`src/hdl/bridge_pkg.sv`:
```
// Package: register map, field positions, reset values and routing types of the window bridge
package bridge_pkg;
    // Printed offsets are not all multiples of four: they are indices, byte address = 4 * index
    localparam logic [7:0] IDX_PREFETCH_WINDOW_BASE = 8'h24;
    localparam logic [7:0] IDX_PREFETCH_WINDOW_LIMIT = 8'h26;
    localparam logic [7:0] IDX_BRIDGE_CONTROL = 8'h3e;
    // Registers of our own for the loose control and status bits
    localparam logic [7:0] IDX_ROUTE_CONFIG = 8'h40;
    localparam logic [7:0] IDX_DECODE_STATUS = 8'h41;
    localparam int ADDR_W = 10;
    localparam logic [15:0] RST_PREFETCH_BASE = 16'hfff0;
    localparam logic [15:0] RST_PREFETCH_LIMIT = 16'h0000;
    localparam logic [7:0] RST_BRIDGE_CONTROL = 8'h00;
    localparam logic [11:0] RST_BASE_FIELD = 12'hfff;
    localparam logic [11:0] RST_LIMIT_FIELD = 12'h000;
    localparam int FIELD_LSB = 4;
    localparam logic [19:0] LOW_ZERO = 20'h0_0000;
    localparam logic [19:0] LOW_ONES = 20'hf_ffff;
    // Bridge control bit positions
    localparam int BC_PARITY_RESP = 0;
    localparam int BC_SERR_FWD = 1;
    localparam int BC_ISA_ALIAS = 2;
    localparam int BC_LEGACY_VIDEO = 3;
    localparam int BC_ABORT_MODE = 5;
    localparam int BC_SEC_RESET = 6;
    localparam int BC_BACK_TO_BACK = 7;
    localparam logic [7:0] BC_WRITABLE = 8'h0d;
    // Route configuration bit positions
    localparam int RC_MONO = 0;
    localparam int RC_GLOBAL_ERR = 1;
    localparam logic [31:0] ALL_ONES = 32'hffff_ffff;
    localparam logic [1:0] RESP_OKAY = 2'b00;
    localparam logic [1:0] RESP_SLVERR = 2'b10;
    // 256-byte units in the low 10 I/O address bits: first 256 of a 1-KB block is not alias
    localparam logic [1:0] IO_KB_LOW = 2'b00;
    typedef enum logic [1:0] {ROUTE_NONE, ROUTE_SECONDARY, ROUTE_HUB} route_t;
endpackage

```
`src/hdl/window_cfg_if.sv`:
```
// Interface: decoded configuration fields passed from the register file to the decoder
`timescale 1ns/1ps
interface window_cfg_if;
    logic [11:0] prefetch_base_field;
    logic [11:0] prefetch_limit_field;
    logic legacy_video_enable;
    logic mono_display_routing_bit;
    logic isa_alias_enable;
    logic [15:0] io_window_base;
    logic [15:0] io_window_limit;
    modport regs (output prefetch_base_field, prefetch_limit_field, legacy_video_enable,
        mono_display_routing_bit, isa_alias_enable, io_window_base, io_window_limit);
    modport dec (input prefetch_base_field, prefetch_limit_field, legacy_video_enable,
        mono_display_routing_bit, isa_alias_enable, io_window_base, io_window_limit);
endinterface

```
`src/hdl/window_decode.sv`:
```
// Combinational route decode of processor memory and I/O requests
`timescale 1ns/1ps
module window_decode (
    window_cfg_if.dec cfg,
    // Memory request
    input wire logic [31:0] mem_addr,
    input wire logic mem_is_legacy_color,
    input wire logic mem_is_legacy_mono,
    // I/O request
    input wire logic [15:0] io_addr,
    output bridge_pkg::route_t mem_route,
    output bridge_pkg::route_t io_route,
    output logic prefetch_hit
);
    logic [31:0] base_full;
    logic [31:0] limit_full;
    logic io_in_range;
    logic io_alias;
    assign base_full = {cfg.prefetch_base_field, bridge_pkg::LOW_ZERO};
    assign limit_full = {cfg.prefetch_limit_field, bridge_pkg::LOW_ONES};
    // Reset base above reset limit makes this empty until programmed
    assign prefetch_hit = (mem_addr >= base_full) && (mem_addr <= limit_full);
    assign io_in_range = (io_addr >= cfg.io_window_base) && (io_addr <= cfg.io_window_limit);
    assign io_alias = cfg.isa_alias_enable && (io_addr[9:8] != bridge_pkg::IO_KB_LOW);
    always_comb begin
        // Mono always goes to hub; colour only to secondary with video enabled
        if (mem_is_legacy_mono) begin
            mem_route = bridge_pkg::ROUTE_HUB;
        end else if (mem_is_legacy_color) begin
            mem_route = cfg.legacy_video_enable ? bridge_pkg::ROUTE_SECONDARY
                : bridge_pkg::ROUTE_HUB;
        end else if (prefetch_hit) begin
            mem_route = bridge_pkg::ROUTE_SECONDARY;
        end else begin
            mem_route = bridge_pkg::ROUTE_NONE;
        end
        if (!io_in_range) begin
            io_route = bridge_pkg::ROUTE_NONE;
        end else if (io_alias) begin
            io_route = bridge_pkg::ROUTE_HUB;
        end else begin
            io_route = bridge_pkg::ROUTE_SECONDARY;
        end
    end
endmodule

```
`src/hdl/axi_regs.sv`:
```
// Register file for the prefetch window and bridge control, reached over AXI4-Lite
//
// Chosen here: register access over AXI4-Lite.
`timescale 1ns/1ps
module axi_regs (
    input wire logic clk,
    input wire logic rst,
    window_cfg_if.regs cfg,
    // Write channels
    input wire logic [bridge_pkg::ADDR_W-1:0] awaddr,
    input wire logic awvalid,
    output logic awready,
    input wire logic [31:0] wdata,
    input wire logic [3:0] wstrb,
    input wire logic wvalid,
    output logic wready,
    output logic [1:0] bresp,
    output logic bvalid,
    input wire logic bready,
    // Read channels
    input wire logic [bridge_pkg::ADDR_W-1:0] araddr,
    input wire logic arvalid,
    output logic arready,
    output logic [31:0] rdata,
    output logic [1:0] rresp,
    output logic rvalid,
    input wire logic rready,
    // Block state
    input wire logic [7:0] status_word,
    output logic parity_response_enable,
    output logic bridge_global_error_enable
);
    logic [bridge_pkg::ADDR_W-1:0] aw_q;
    logic [31:0] w_q;
    logic [3:0] ws_q;
    logic [11:0] base_q;
    logic [11:0] limit_q;
    logic [7:0] bc_q;
    logic [1:0] rc_q;
    logic [15:0] iob_q;
    logic [15:0] iol_q;
    logic do_write;
    logic [7:0] widx;
    logic [7:0] ridx;
    logic w_base;
    logic w_limit;
    logic w_bc;
    logic w_rc;
    logic w_iob;
    logic w_iol;
    logic w_ok;
    logic [31:0] rd_val;
    logic r_ok;
    // Ready low means the channel holds a word that has not yet been written
    assign do_write = !awready && !wready && !bvalid;
    assign widx = aw_q[9:2];
    assign ridx = araddr[9:2];
    assign w_base = do_write && widx == bridge_pkg::IDX_PREFETCH_WINDOW_BASE;
    assign w_limit = do_write && widx == bridge_pkg::IDX_PREFETCH_WINDOW_LIMIT;
    assign w_bc = do_write && widx == bridge_pkg::IDX_BRIDGE_CONTROL;
    assign w_rc = do_write && widx == bridge_pkg::IDX_ROUTE_CONFIG;
    // I/O window pair shares one word of our own: limit high, base low
    assign w_iob = do_write && widx == bridge_pkg::IDX_DECODE_STATUS + 8'h01;
    assign w_iol = w_iob;
    assign w_ok = w_base | w_limit | w_bc | w_rc | w_iob |
        (do_write && widx == bridge_pkg::IDX_DECODE_STATUS);
    // Hardwired zeros in low nibbles and bits 7:4,1 of control
    assign rd_val =
        (ridx == bridge_pkg::IDX_PREFETCH_WINDOW_BASE) ? {16'h0000, base_q, 4'h0} :
        (ridx == bridge_pkg::IDX_PREFETCH_WINDOW_LIMIT) ? {16'h0000, limit_q, 4'h0} :
        (ridx == bridge_pkg::IDX_BRIDGE_CONTROL) ? {24'h00_0000, bc_q} :
        (ridx == bridge_pkg::IDX_ROUTE_CONFIG) ? {30'h0000_0000, rc_q} :
        (ridx == bridge_pkg::IDX_DECODE_STATUS) ? {24'h00_0000, status_word} :
        (ridx == bridge_pkg::IDX_DECODE_STATUS + 8'h01) ? {iol_q, iob_q} : 32'h0000_0000;
    assign r_ok = (ridx == bridge_pkg::IDX_PREFETCH_WINDOW_BASE) ||
        (ridx == bridge_pkg::IDX_PREFETCH_WINDOW_LIMIT) ||
        (ridx == bridge_pkg::IDX_BRIDGE_CONTROL) || (ridx == bridge_pkg::IDX_ROUTE_CONFIG) ||
        (ridx == bridge_pkg::IDX_DECODE_STATUS) ||
        (ridx == bridge_pkg::IDX_DECODE_STATUS + 8'h01);
    assign cfg.prefetch_base_field = base_q;
    assign cfg.prefetch_limit_field = limit_q;
    assign cfg.legacy_video_enable = bc_q[bridge_pkg::BC_LEGACY_VIDEO];
    assign cfg.isa_alias_enable = bc_q[bridge_pkg::BC_ISA_ALIAS];
    assign cfg.mono_display_routing_bit = rc_q[bridge_pkg::RC_MONO];
    assign cfg.io_window_base = iob_q;
    assign cfg.io_window_limit = iol_q;
    assign parity_response_enable = bc_q[bridge_pkg::BC_PARITY_RESP];
    assign bridge_global_error_enable = rc_q[bridge_pkg::RC_GLOBAL_ERR];
    always_ff @(posedge clk or posedge rst) begin
        if (rst) begin
            aw_q <= '0;
            awready <= 1'b1;
            w_q <= 32'h0000_0000;
            ws_q <= 4'h0;
            wready <= 1'b1;
            bvalid <= 1'b0;
            bresp <= bridge_pkg::RESP_OKAY;
        end else begin
            if (awvalid && awready) begin
                aw_q <= awaddr;
                awready <= 1'b0;
            end
            if (wvalid && wready) begin
                w_q <= wdata;
                ws_q <= wstrb;
                wready <= 1'b0;
            end
            if (do_write) begin
                bvalid <= 1'b1;
                bresp <= w_ok ? bridge_pkg::RESP_OKAY : bridge_pkg::RESP_SLVERR;
                awready <= 1'b1;
                wready <= 1'b1;
            end else if (bvalid && bready) begin
                bvalid <= 1'b0;
            end
        end
    end
    always_ff @(posedge clk or posedge rst) begin
        if (rst) begin
            base_q <= bridge_pkg::RST_BASE_FIELD;
            limit_q <= bridge_pkg::RST_LIMIT_FIELD;
            bc_q <= bridge_pkg::RST_BRIDGE_CONTROL;
            rc_q <= 2'b00;
            iob_q <= 16'h0000;
            iol_q <= 16'h0000;
        end else begin
            if (w_base && ws_q[1:0] == 2'b11) begin
                base_q <= w_q[15:bridge_pkg::FIELD_LSB];
            end
            if (w_limit && ws_q[1:0] == 2'b11) begin
                limit_q <= w_q[15:bridge_pkg::FIELD_LSB];
            end
            // Read-only bits never take a write
            if (w_bc && ws_q[0]) begin
                bc_q <= w_q[7:0] & bridge_pkg::BC_WRITABLE;
            end
            if (w_rc && ws_q[0]) begin
                rc_q <= w_q[1:0];
            end
            if (w_iob && ws_q[1:0] == 2'b11) begin
                iob_q <= w_q[15:0];
            end
            if (w_iol && ws_q[3:2] == 2'b11) begin
                iol_q <= w_q[31:16];
            end
        end
    end
    always_ff @(posedge clk or posedge rst) begin
        if (rst) begin
            rvalid <= 1'b0;
            arready <= 1'b1;
            rdata <= 32'h0000_0000;
            rresp <= bridge_pkg::RESP_OKAY;
        end else if (arvalid && arready) begin
            rvalid <= 1'b1;
            arready <= 1'b0;
            rdata <= rd_val;
            rresp <= r_ok ? bridge_pkg::RESP_OKAY : bridge_pkg::RESP_SLVERR;
        end else if (rvalid && rready) begin
            rvalid <= 1'b0;
            arready <= 1'b1;
        end
    end
endmodule

```
`src/hdl/prefetch_window_bridge_control.sv`:
```
// Top: prefetch window decode, legacy routing, abort data handling and parity error reporting
// Summary of operation
// - Base bits 15:4 writable, holding address bits 31:20 of window bottom.
// - Low four bits of base and limit read as zero.
// - Base comparison uses zero for address bits 19:0.
// - Limit bits 15:4 writable, holding address bits 31:20 of window top.
// - Limit comparison uses all ones for address bits 19:0.
// - Memory access between base and limit goes to secondary bus.
// - Back-to-back enable reads zero; never issue back-to-back cycles.
// - Secondary reset bit reads zero; writes never reset secondary bus.
// - Abort mode reads zero; master abort drops writes, reads return ones.
// - Video enable with mono routing bit chooses legacy video destination; the decode here reads only video enable, mono routing bit is unused.
// - Both bits zero: all legacy video goes to hub link.
// - Video enable set: colour to secondary, mono to hub link.
// - Alias enable clear: all in-range I/O goes to secondary bus.
// - Alias enable set: upper 768 bytes per 1 KB go to hub.
// - Error forward enable reads zero; no secondary error pin.
// - Parity response clear: parity errors unreported, other errors still reported.
// - Parity response set: parity errors reported when global error enable set.
`timescale 1ns/1ps
module prefetch_window_bridge_control (
    // Clock and reset
    input wire logic CLK_SYS,
    input wire logic RST,
    // AXI4-Lite write
    input wire logic [9:0] S_AXI_AWADDR,
    input wire logic S_AXI_AWVALID,
    output logic S_AXI_AWREADY,
    input wire logic [31:0] S_AXI_WDATA,
    input wire logic [3:0] S_AXI_WSTRB,
    input wire logic S_AXI_WVALID,
    output logic S_AXI_WREADY,
    output logic [1:0] S_AXI_BRESP,
    output logic S_AXI_BVALID,
    input wire logic S_AXI_BREADY,
    // AXI4-Lite read
    input wire logic [9:0] S_AXI_ARADDR,
    input wire logic S_AXI_ARVALID,
    output logic S_AXI_ARREADY,
    output logic [31:0] S_AXI_RDATA,
    output logic [1:0] S_AXI_RRESP,
    output logic S_AXI_RVALID,
    input wire logic S_AXI_RREADY,
    // Processor memory request
    input wire logic MEM_REQ,
    input wire logic [31:0] MEM_ADDR,
    input wire logic MEM_LEGACY_COLOR,
    input wire logic MEM_LEGACY_MONO,
    // Processor I/O request
    input wire logic IO_REQ,
    input wire logic [15:0] IO_ADDR,
    // Routing result, one cycle after request
    output logic MEM_TO_SECONDARY,
    output logic MEM_TO_HUB,
    output logic MEM_PREFETCHABLE,
    output logic IO_TO_SECONDARY,
    output logic IO_TO_HUB,
    // Secondary bus master completion
    input wire logic SEC_DONE,
    input wire logic SEC_MASTER_ABORT,
    input wire logic SEC_IS_READ,
    input wire logic [31:0] SEC_RDATA,
    output logic [31:0] CPU_RDATA,
    output logic CPU_RDATA_VALID,
    output logic SEC_WRITE_DROPPED,
    output logic SEC_BACK_TO_BACK,
    output logic SEC_RESET_OUT,
    // Secondary bus errors
    input wire logic SEC_PARITY_ERR,
    input wire logic SEC_OTHER_ERR,
    output logic HUB_SERR_MSG
);
    window_cfg_if cfg ();
    bridge_pkg::route_t mem_route;
    bridge_pkg::route_t io_route;
    logic prefetch_hit;
    logic parity_en;
    logic global_err_en;
    logic report_err;
    logic abort_read;
    logic abort_write;
    logic [7:0] status_word;
    logic mem_sec_q;
    logic mem_hub_q;
    logic mem_pf_q;
    logic io_sec_q;
    logic io_hub_q;
    logic [31:0] rdata_q;
    logic rdata_valid_q;
    logic wdrop_q;
    logic serr_q;
    logic [7:0] status_q;

    axi_regs u_regs (
        .clk(CLK_SYS),
        .rst(RST),
        .cfg(cfg.regs),
        .awaddr(S_AXI_AWADDR),
        .awvalid(S_AXI_AWVALID),
        .awready(S_AXI_AWREADY),
        .wdata(S_AXI_WDATA),
        .wstrb(S_AXI_WSTRB),
        .wvalid(S_AXI_WVALID),
        .wready(S_AXI_WREADY),
        .bresp(S_AXI_BRESP),
        .bvalid(S_AXI_BVALID),
        .bready(S_AXI_BREADY),
        .araddr(S_AXI_ARADDR),
        .arvalid(S_AXI_ARVALID),
        .arready(S_AXI_ARREADY),
        .rdata(S_AXI_RDATA),
        .rresp(S_AXI_RRESP),
        .rvalid(S_AXI_RVALID),
        .rready(S_AXI_RREADY),
        .status_word(status_word),
        .parity_response_enable(parity_en),
        .bridge_global_error_enable(global_err_en)
    );

    window_decode u_dec (
        .cfg(cfg.dec),
        .mem_addr(MEM_ADDR),
        .mem_is_legacy_color(MEM_LEGACY_COLOR),
        .mem_is_legacy_mono(MEM_LEGACY_MONO),
        .io_addr(IO_ADDR),
        .mem_route(mem_route),
        .io_route(io_route),
        .prefetch_hit(prefetch_hit)
    );

    // Parity errors gated by both enables; other errors need only the global enable
    assign report_err = global_err_en &&
        ((SEC_PARITY_ERR && parity_en) || SEC_OTHER_ERR);
    // Abort mode is fixed at zero, so aborts always use the discard behaviour
    assign abort_read = SEC_DONE && SEC_MASTER_ABORT && SEC_IS_READ;
    assign abort_write = SEC_DONE && SEC_MASTER_ABORT && !SEC_IS_READ;
    assign status_word = status_q;

    always_ff @(posedge CLK_SYS or posedge RST) begin
        if (RST) begin
            mem_sec_q <= 1'b0;
            mem_hub_q <= 1'b0;
            mem_pf_q <= 1'b0;
            io_sec_q <= 1'b0;
            io_hub_q <= 1'b0;
        end else begin
            mem_sec_q <= MEM_REQ && mem_route == bridge_pkg::ROUTE_SECONDARY;
            mem_hub_q <= MEM_REQ && mem_route == bridge_pkg::ROUTE_HUB;
            mem_pf_q <= MEM_REQ && prefetch_hit && mem_route == bridge_pkg::ROUTE_SECONDARY;
            io_sec_q <= IO_REQ && io_route == bridge_pkg::ROUTE_SECONDARY;
            io_hub_q <= IO_REQ && io_route == bridge_pkg::ROUTE_HUB;
        end
    end

    always_ff @(posedge CLK_SYS or posedge RST) begin
        if (RST) begin
            rdata_q <= 32'h0000_0000;
            rdata_valid_q <= 1'b0;
            wdrop_q <= 1'b0;
            serr_q <= 1'b0;
        end else begin
            rdata_valid_q <= SEC_DONE && SEC_IS_READ;
            if (SEC_DONE && SEC_IS_READ) begin
                rdata_q <= abort_read ? bridge_pkg::ALL_ONES : SEC_RDATA;
            end
            wdrop_q <= abort_write;
            serr_q <= report_err;
        end
    end

    // Status shows the previous cycle's routing flags except MEM_TO_HUB, and the error report; rewritten every clock, not held
    always_ff @(posedge CLK_SYS or posedge RST) begin
        if (RST) begin
            status_q <= 8'h00;
        end else begin
            status_q <= {3'b000, report_err, mem_pf_q, io_hub_q, io_sec_q, mem_sec_q};
        end
    end

    assign MEM_TO_SECONDARY = mem_sec_q;
    assign MEM_TO_HUB = mem_hub_q;
    assign MEM_PREFETCHABLE = mem_pf_q;
    assign IO_TO_SECONDARY = io_sec_q;
    assign IO_TO_HUB = io_hub_q;
    assign CPU_RDATA = rdata_q;
    assign CPU_RDATA_VALID = rdata_valid_q;
    assign SEC_WRITE_DROPPED = wdrop_q;
    assign HUB_SERR_MSG = serr_q;
    // No back-to-back cycles and no secondary reset are ever produced
    assign SEC_BACK_TO_BACK = 1'b0;
    assign SEC_RESET_OUT = 1'b0;
endmodule

```
`config.mk`:
```
export PLATFORM = sky130hd
export DESIGN_NAME = prefetch_window_bridge_control
export DESIGN_NICKNAME = d
export VERILOG_FILES = /design/src/hdl/bridge_pkg.sv /design/src/hdl/window_cfg_if.sv /design/src/hdl/window_decode.sv /design/src/hdl/axi_regs.sv /design/src/hdl/prefetch_window_bridge_control.sv
export SDC_FILE = /design/constraint.sdc
export NUM_CORES = 1
export LEC_CHECK = 0
export ABC_AREA = 1
export BUFFER_PORTS_ARGS = -buffer_cell sky130_fd_sc_hd__buf_2
export CAP_MARGIN = 20
export CORE_ASPECT_RATIO = 0.9
export CORE_MARGIN = 1
export CORE_UTILIZATION = 55
export CTS_CLUSTER_SIZE = 12
export DETAILED_ROUTE_END_ITERATION = 7
export PLACE_DENSITY = 0.84
export SKIP_CTS_REPAIR_TIMING = 1
export SYNTH_ARGS = -nofsm -noshare
export SYNTH_HDL_FRONTEND = slang
export SYNTH_SLANG_ARGS = --single-unit
```
`constraint.sdc`:
```
create_clock -name CLK_SYS -period 16.2 [get_ports CLK_SYS]
set_input_delay 4.05 -clock CLK_SYS [delete_from_list [all_inputs] [get_ports CLK_SYS]]
set_output_delay 4.05 -clock CLK_SYS [all_outputs]
set_load 0.05 [all_outputs]
```
* After elaboration in Yosys (flattened, before gate mapping)
Cells that the tools add are included.
** Cells by class
- Mux-type cells :: 25
- Add/subtract/negate cells :: 0
- Reductions and logical operators :: 49
- Divide/modulo/power cells :: 0
- $lt $le $gt $ge :: 4
- Shift operators :: 0
- Bitwise operators :: 5
- Eq/ne operators :: 18
- Multipliers :: 0
** Operator list (count)
- 32-bit 2-to-1 mux :: 7
- 8-bit by 6-bit == test with 1-bit output (second input constant) :: 6
- 8-bit by 7-bit == test with 1-bit output (second input constant) :: 6
- 1-bit logical AND :: 34
- 32-bit >= comparator :: 1
- 32-bit <= comparator :: 1
- 16-bit >= comparator :: 1
- 16-bit <= comparator :: 1
- 2-bit 2-to-1 mux :: 7
- 1-bit 2-to-1 mux :: 11
- 2-bit nonzero test :: 5
- 2-bit == test (second input constant) :: 4
- 1-bit logical OR :: 6
- 1-bit OR :: 5
- 2-bit by 1-bit == test with 1-bit output (second input constant) :: 2
- 1-bit logical NOT :: 4
** Storage, ports and cells
- Output and inout bits :: 83
- Register bits :: 193
- Word-level logic and storage cells :: 128
- Memories :: 0
- Latch bits :: 0
- Memory bits (read-only) :: 0
- RAM bits :: 0

* Longest topological paths before layout
Gate-level depths: netlist of run 1.
- Depth in word-level cells :: 10
- Depth in mapped cells :: 14
- Depth with buffers taken out :: 14

* Hierarchy
Synthesis of run 1 repeated with hierarchy kept, for this count alone.
** Second synthesis, totals
- Cells, all modules :: 1223
- Area, all modules :: 10128.5 sq um
** By module, submodules not included
- axi_regs :: times used 1, cells each 673, seq. area each 3622.2 sq um, area an instance 6284.8 sq um
- prefetch_window_bridge_control :: times used 1, cells each 235, seq. area each 1101.1 sq um, area an instance 2059.5 sq um
- window_decode :: times used 1, cells each 315, seq. area each 0.0 sq um, area an instance 1784.2 sq um

* Least setup slack after synthesis of run 1
OpenSTA, ideal clock, no wires.
- Path type :: input to register
- Start :: input MEM_ADDR[31]
- End :: register mem_sec_q (netlist: MEM_TO_SECONDARY)
- Data required time :: 16.135 ns
- Arrival :: 4.996 ns
- Setup time :: 0.065 ns
- Slack :: 11.140 ns
- Path buffers :: 0
- Stages on the path :: 11
- Path through :: ha_1 nand2_1 nor2_1 inv_1 nor2_1 inv_1 nor2_1 nand2_1 nand2_1 nand3_1 nand2_1
** Between the ends
- Cells in the longest elaborated chain, start to end :: 7
- Elaborated cells on any way between the ends :: 8
- Classes of those cells :: 2 x order compare; 1 x eq/ne; 3 x mux; 2 x reduce/logical
** RTL lines
- from (decl) :: line prefetch_window_bridge_control.sv:46 : input wire logic [31:0] MEM_ADDR,
- 32-bit >= comparator / 32-bit <= comparator (equally long branches) :: line window_decode.sv:22 : assign prefetch_hit = (mem_addr >= base_full) && (mem_addr <= limit_full);
- 1-bit logical AND (*) :: line window_decode.sv:22
- 1-bit 2-to-1 mux (*) :: line window_decode.sv:32 : end else if (prefetch_hit) begin
- 2-bit 2-to-1 mux (*) :: line window_decode.sv:29 : end else if (mem_is_legacy_color) begin
- 2-bit 2-to-1 mux (*) :: line window_decode.sv:27 : if (mem_is_legacy_mono) begin
- 2-bit by 1-bit == test with 1-bit output (*) :: line prefetch_window_bridge_control.sv:147 : mem_sec_q <= MEM_REQ && mem_route == bridge_pkg::ROUTE_SECONDARY;
- 1-bit logical AND (*) :: line prefetch_window_bridge_control.sv:147
- to (signal assigned) :: line prefetch_window_bridge_control.sv:147
- to (decl) :: line prefetch_window_bridge_control.sv:83 : logic mem_sec_q;
Every way passes the cells marked *; elsewhere a longest branch is shown, timed or not.
A chain may end at the register's enable or synchronous reset.

* Worst setup path in the final report of run 1
- Start :: input S_AXI_ARVALID
- End :: register u_regs.rdata[30]
** Between the ends
- Cells in the longest elaborated chain, start to end :: 1
** RTL lines
- from (decl) :: line prefetch_window_bridge_control.sv:38 : input wire logic S_AXI_ARVALID,
- 1-bit logical AND :: line axi_regs.sv:154 : end else if (arvalid && arready) begin
- to (signal assigned) :: line axi_regs.sv:157 : rdata <= rd_val;
- to (decl) :: line axi_regs.sv:24 : output logic [31:0] rdata,
Every way passes these cells.

==> results.md, run 1 <==
- WL met1: roughly 10000 microns
- Synth cell count leaders: nand2_1, dfrtp_1, nor2_1
- Area growth from synthesis to layout: 19.7%
- Fin Setup TNS: 0 ns
- Number of synthesized flops with an enable pin: 0
- Worst Skew: between 0.01 and 0.015 ns
- Dominant cells by area after synthesis: dfrtp_1, nand2_1, ha_1
- Met3 wire len: between 1500 and 2000 microns
- CTS Buffer Depth: 2
- CTS tree: built
- Initial DRC count: 528
- Vias in the first global route: 7579
- Yosys top cell area share: 46.5%
- Placed Cells incl. Taps: approximately 1500
- Setup crit start: S_AXI_ARVALID
- PwrDens: between 100 and 150 mW/mm^2
- Drt drc: 26
- Input/output buffers: 226
- Slew headroom: a little over a third
- Final instance area: approximately 0.011 sq mm
- Ys async rst share: 100%
- Die ar.: 0.0174 sq mm
- Tcrit/Tclk final: 33.5%
- Share of cells above drive strength 1: 25.5%
- Core ar.: 0.0164 sq mm
- Worst-Skew Late Latency: 0.43 ns
- Crit-path max FO: 37
- Worst Path Required: 16.48 ns
- Top FF cell, synth: dfrtp_1
- HP Start: MEM_PREFETCHABLE
- Post-synthesis sequential area ratio: 50.8%
- Endpoints failing setup: 0
- CTS Sinks: between 150 and 200
- Die width: 139 microns
- Maximum vdd ir drop: 0.120 mV
- Ys Warns: 0
- WL met2: 10200 microns
- Wirelength per Cell: between 15 and 20 microns
- Maximum clock frequency: about 0.18 GHz
- Largest net degree at the start of global routing: 110
- GRT overflow: 0
- Initial antenna violation count: 5
- Max-Cap Viols: 0
- Synthesized netlist cell count: 1079
- Top Ports: about 240
- Design Power: 0.00133 W
- Critical Path Start Type: input port
- Cell taking the most area after synthesis: dfrtp_1
- Post-synthesis register bit count: between 150 and 200
- TritonCTS Buffers: 17
- Std-Cell Rows: 44
- RSZ-0062 raised after global routing: false
- Final Hold Fails: 0
- Crit path kind: input port to register
- Worst min path class: register to register
- Violated checks: DRC
- Final Core Density: 68.1%
- Routed vias: 7897
- Status: finished with violations
- CTS Root Cell: clkbuf_16
- Htree depth: 4
- First-pass GRT wire length: 37100 microns
- Unique masters post-synth: 40
- Final Critical Period: roughly 5.4 ns
- Die Ht: 125 microns
- Synthesized area: 0.00930 sq mm
- Layout fillers: 1289
- Fin. max-slew vios: 0
- Router iterations before antenna repair: 8
- Most common cell in the netlist: nand2_1
- Worst Path Arrival: about 5.7 ns
- Worst setup EP type: register
- Initial core utilization: 56.9%
- Worst-path clk slew: approximately 0.070 ns
- Cell Area, Placed: 0.0105 sq mm
- Layout Cells excl Fill: 1516
- GPL Wtd Cong: 0.881
- Syn_area_per_cell: 8.62 sq um
- NumNets Final: 1501
- Detailed Route WL: 22900 microns
- Detailed placement HPWL: 16900 microns
- Pleak: 5.57 nW
- Total GRT Usage: 27.3%
- Max Used Layer: met5
- Least-Margin Pin Slew: slightly below 1 ns
- Vias/cell: 5.21
- Routed Antenna Nets: 0
- Worst r2r src: u_regs.arready
[sequential cells by signal, summed over array words and instances (netlist names), 4 cells and up]
signal,flops
u_regs.aw_q,8
u_regs.w_q,32
u_regs.cfg.io_window_limit,16
u_regs.cfg.prefetch_base_field,12
status_q,5
CPU_RDATA,32
u_regs.ws_q,4
u_regs.rdata,32
u_regs.cfg.io_window_base,16
u_regs.cfg.prefetch_limit_field,12
[power breakdown]
group | switching [W] | internal [W] | leakage [nW] | total, W
Sequential | 0.0000403 | 0.000552 | 2.30 | 0.000592
Clock | 0.000188 | 0.000209 | 0.269 | 0.000397
Combinational | 0.000244 | 0.0000946 | 3.00 | 0.000339
[cells by family after synthesis]
logic type	synth area share [%]
buffers and inverters	8.15
muxes	0.847
adders and majority gates	7.53
other	0.0403
AOI/OAI and AO/OA	11.2
and+or+nand+nor	21.5
DFF	50.8
[final cells by class]
| class | instances | area [sq um] | share of cell area (%) |
|---|---|---|---|
| timing repair buffer | 232 | 1220 | 11.0 |
| sequential | 188 | 4720 | 42.4 |
| clock inverter | 12 | 105 | 0.944 |
| multi-input combinational | 715 | 3830 | 34.4 |
| antenna | 3 | 7.51 | 0.0674 |
| clock buffer | 20 | 457 | 4.10 |
| tap | 207 | 259 | 2.33 |
| inverter | 139 | 527 | 4.73 |
[routing by layer]
| layer | vias up | track usage (%) |
|---|---|---|
| li1 | 3915 | - |
| met1 | 3649 | 35.7 |
| met2 | 279 | 42.8 |
| met3 | 50 | 7.58 |
| met4 | 4 | 11.9 |
| met5 | - | 0 |
[cells in the final DEF, fill, tap and decap left out, types with 2 or more instances in the layout]
cell type     n
nor2_1      150
o21ai_0      41
a21oi_1      64
nor2_2        2
inv_1       133
nand3_1      27
inv_8         3
buf_4         3
nand4_1      12
ha_1         56
nor3_1       37
dfstp_2      15
inv_2         4
clkbuf_16    17
inv_6         3
clkinvlp_4    3
buf_2       226
o221ai_1     11
o21ai_1      27
nand2_1     226
o21ai_2      26
dfrtp_1     173
nand2_2       3
clkbuf_8      2
diode_2       3
clkinv_4      3
buf_12        2
nand3_2       6
mux2_2        7
conb_1        4
o21a_1        2
nand4_2       2
[final timing paths]
path,endpoint,slack [ns],cells past startpoint
setup reg to reg,u_regs.rdata[30],14.13,5
hold reg to reg,status_q[3],0.39,0
setup / recovery,u_regs.rdata[30],10.78,6
max in group asynchronous,u_regs.rdata[18],10.80,3
min in group asynchronous,u_regs.aw_q[3],3.78,2
hold / removal,status_q[3],0.39,0
[worst max-delay path: stages]
cell and delay (ns):
buf_2 0.09, nand2_1 0.05, buf_4 0.35, clkinv_1 0.52, nand4_2 0.45, o21ai_0 0.17
[stage by stage]
step / worst slack (ns) / hold WS (ns)
floorplan: 7.06 / 0.446
global placement: 9.99 / 0.385
detailed placement: 10.00 / 0.382
CTS: 10.46 / 0.397
global route: 10.48 / 0.413
finish: 10.78 / 0.394
Power figures use the tool's default switching activity.
==> run 2: changes to the inputs <==
CORE_UTILIZATION = 48   (was 55)
PLACE_DENSITY = 0.78   (was 0.84)
clock period = 4.4 ns   (was 16.2 ns; I/O delays follow)
==> run 2 against run 1 <==
The run now ends clean. Combinational power grew to 3.7 times the previous value. Clock-buffer cell count shrank 2. First-iteration DRC count shrank 16%. Via count shrank 0.49%. Sequential share of layout area shrank 0.10 points. Setup slack lost 8.8 ns. Hold slack lost 0.015 ns. Clock power grew to 3.8 times the previous value. Critical path type unchanged. Largest cell class unchanged. Largest power group unchanged. Highest routed layer unchanged.
==> results.md, run 2 (synthesized netlist as in run 1, its figures left out) <==
- Pleak: 5.55 nW (-0.29%)
- Total GRT Usage: 24.0% (-3.3 points)
- Worst Path Arrival: 2.72 ns (-2.98 ns)
- Std-Cell Rows: 47 (+6.8%)
- Initial core utilization: 49.7% (-7.1 points)
- Input/output buffers: 226 (unchanged)
- Endpoints failing setup: 0 (unchanged)
- Area growth from synthesis to layout: 20.0%
- CTS Buffer Depth: 2 (unchanged)
- Worst Setup EP: u_regs.rdata[19]
- Maximum vdd ir drop: 0.393 mV (+230%)
- Final worst slack: 1.98 ns (-8.80 ns)
- GPL Wtd Cong: 0.922 (+4.6%)
- Detailed Route WL: 22800 microns (-0.42%)
- Final Hold Fails: 0 (unchanged)
- Routed Antenna Nets: 0 (unchanged)
- Reg-to-Reg End: u_regs.rdata[19]
- Initial DRC count: 444 (-16%)
- Worst Skew: 0.00885 ns (-0.00182 ns)
- Worst r2r src: u_regs.arready
- Routed vias: 7858 (-0.49%)
- Core ar.: 0.0187 sq mm (+14%)
- Status: completed
- Initial antenna violation count: 6 (+1)
- Least-Margin Pin Slew: 1.04 ns (+0.0636 ns)
- Drt drc: 0 (-100%)
- Layout fillers: 1680 (+30%)
- CTS tree: built
- NumNets Final: 1500 (-0.067%)
- GR met2 Demand/Resource: 36.9% (-5.9 points)
- Vias in the first global route: 7585 (+0.079%)
- Die width: 149 microns (+6.9%)
- Gr busiest metal: met2
- Fin. max-slew vios: 0 (unchanged)
- Maximum clock frequency: 0.413 GHz
- Crit-path max FO: 37 (unchanged)
- RSZ-0062 raised after global routing: false
- HP Start: MEM_TO_SECONDARY
- Slew headroom: 30.4% (-4.3 points)
- Share of cells above drive strength 1: 25.4% (-0.057 points)
- Die Ht: 134 microns (+6.9%)
- Htree depth: 4 (unchanged)
- Tcrit/Tclk final: 55.1%
- CTS Root Cell: clkbuf_16
- Vias/cell: 5.05 (-3.0%)
- Fin Setup TNS: 0 ns (unchanged)
- Worst Path Required: 4.70 ns (-11.78 ns)
- CTS Sinks: 188 (unchanged)
- PwrDens: 439 mW/mm^2 (+270%)
- Largest net degree at the start of global routing: 189 (+72%)
- Met3 Track Usage GR: 8.03% (+0.44 points)
- Flop2flop setup slack: 2.38 ns (-11.75 ns)
- Place WS: 1.51 ns (-8.49 ns)
- TritonCTS Buffers: 17 (unchanged)
- Die ar.: 0.0199 sq mm (+14%)
- Most frequent cells in the layout: nand2_1, buf_2, dfrtp_1
- Wirelength per Cell: 14.6 microns (-2.9%)
- Crit path kind: input port to register
- GR Util met1: 32.3% (-3.4 points)
- Critical Path Start Type: input port
- Final Core Density: 59.7% (-8.4 points)
- Worst-Skew Late Latency: 0.43 ns (about the same)
- Worst setup EP type: register
- GRT overflow: 0 (unchanged)
- Worst-case reg-to-reg path depth: 5 (unchanged)
- First-pass GRT wire length: 37000 microns (-0.39%)
- Setup crit start: S_AXI_ARVALID
- Top Ports: 235 (unchanged)
- Final Critical Period: 2.42 ns
- Max-Cap Viols: 0 (unchanged)
- Design Power: 0.00490 W (+270%)
- Worst min path class: register to register
- Router iterations before antenna repair: 7 (-1)
- Worst-path clk slew: 0.07 ns (about the same)
- Detailed placement HPWL: 17200 microns (+1.6%)
==> run 2: cell count changes in the layout (fill, tap and decap cells not counted) <==
cell and delta:
clkbuf_8 -2, diode_2 +2, inv_6 +2, inv_8 -2
buf_16 -1, bufinv_16 +1, clkinv_2 +1, clkinv_4 -1
clkinvlp_4 +1
==> run 2: per-layer routing <==
metal / routed length [microns] / part of all wire, % / vias up
met5: 27 / 0.12 / -
met4: 378 / 1.7 / 4
met3: 1720 / 7.6 / 32
met2: 10100 / 45 / 241
met1: 10500 / 46 / 3658
li1: - / - / 3923
==> run 2: critical path, cell delays in order <==
cell	delay [ns]
buf_2	0.10
nand2_1	0.05
buf_4	0.35
clkinv_1	0.52
nand4_2	0.45
o21ai_0	0.14
==> run 2: power breakdown <==
| part | internal, W | leakage [nW] | switching, W |
|---|---|---|---|
| Sequential | 0.00203 | 2.30 | 0.000144 |
| Clock | 0.000793 | 0.270 | 0.000694 |
| Combinational | 0.000346 | 2.98 | 0.000892 |
==> run 2: worst min-delay path by stage <==
stage,endpoint,cells past startpoint
CTS,status_q[0],0
global route,status_q[0],0
global placement,status_q[0],0
finish,status_q[0],0
detailed placement,status_q[0],0
floorplan,u_regs.rc_q[0],2
==> run 2: per-stage QoR <==
| stage | area, sq um | cells | hold slack [ns] |
|---|---|---|---|
| 6_report | 11200 | 1555 | 0.379 |
| 5_1_grt | 11200 | 1551 | 0.385 |
| 4_1_cts | 11100 | 1549 | 0.383 |
| 3_5_place_dp | 10600 | 1517 | 0.361 |
| 3_3_place_gp | 10600 | 1517 | 0.357 |
| 2_1_floorplan | 9320 | 1082 | 0.446 |
==> run 2: area by class of cell <==
class	count	area (sq um)	area share (%)
tap	245	307	2.75
sequential	188	4720	42.3
clock inverter	14	135	1.21
inverter	139	526	4.71
multi-input combinational	715	3830	34.4
antenna	5	12.5	0.112
timing repair buffer	231	1190	10.7
clock buffer	18	429	3.85
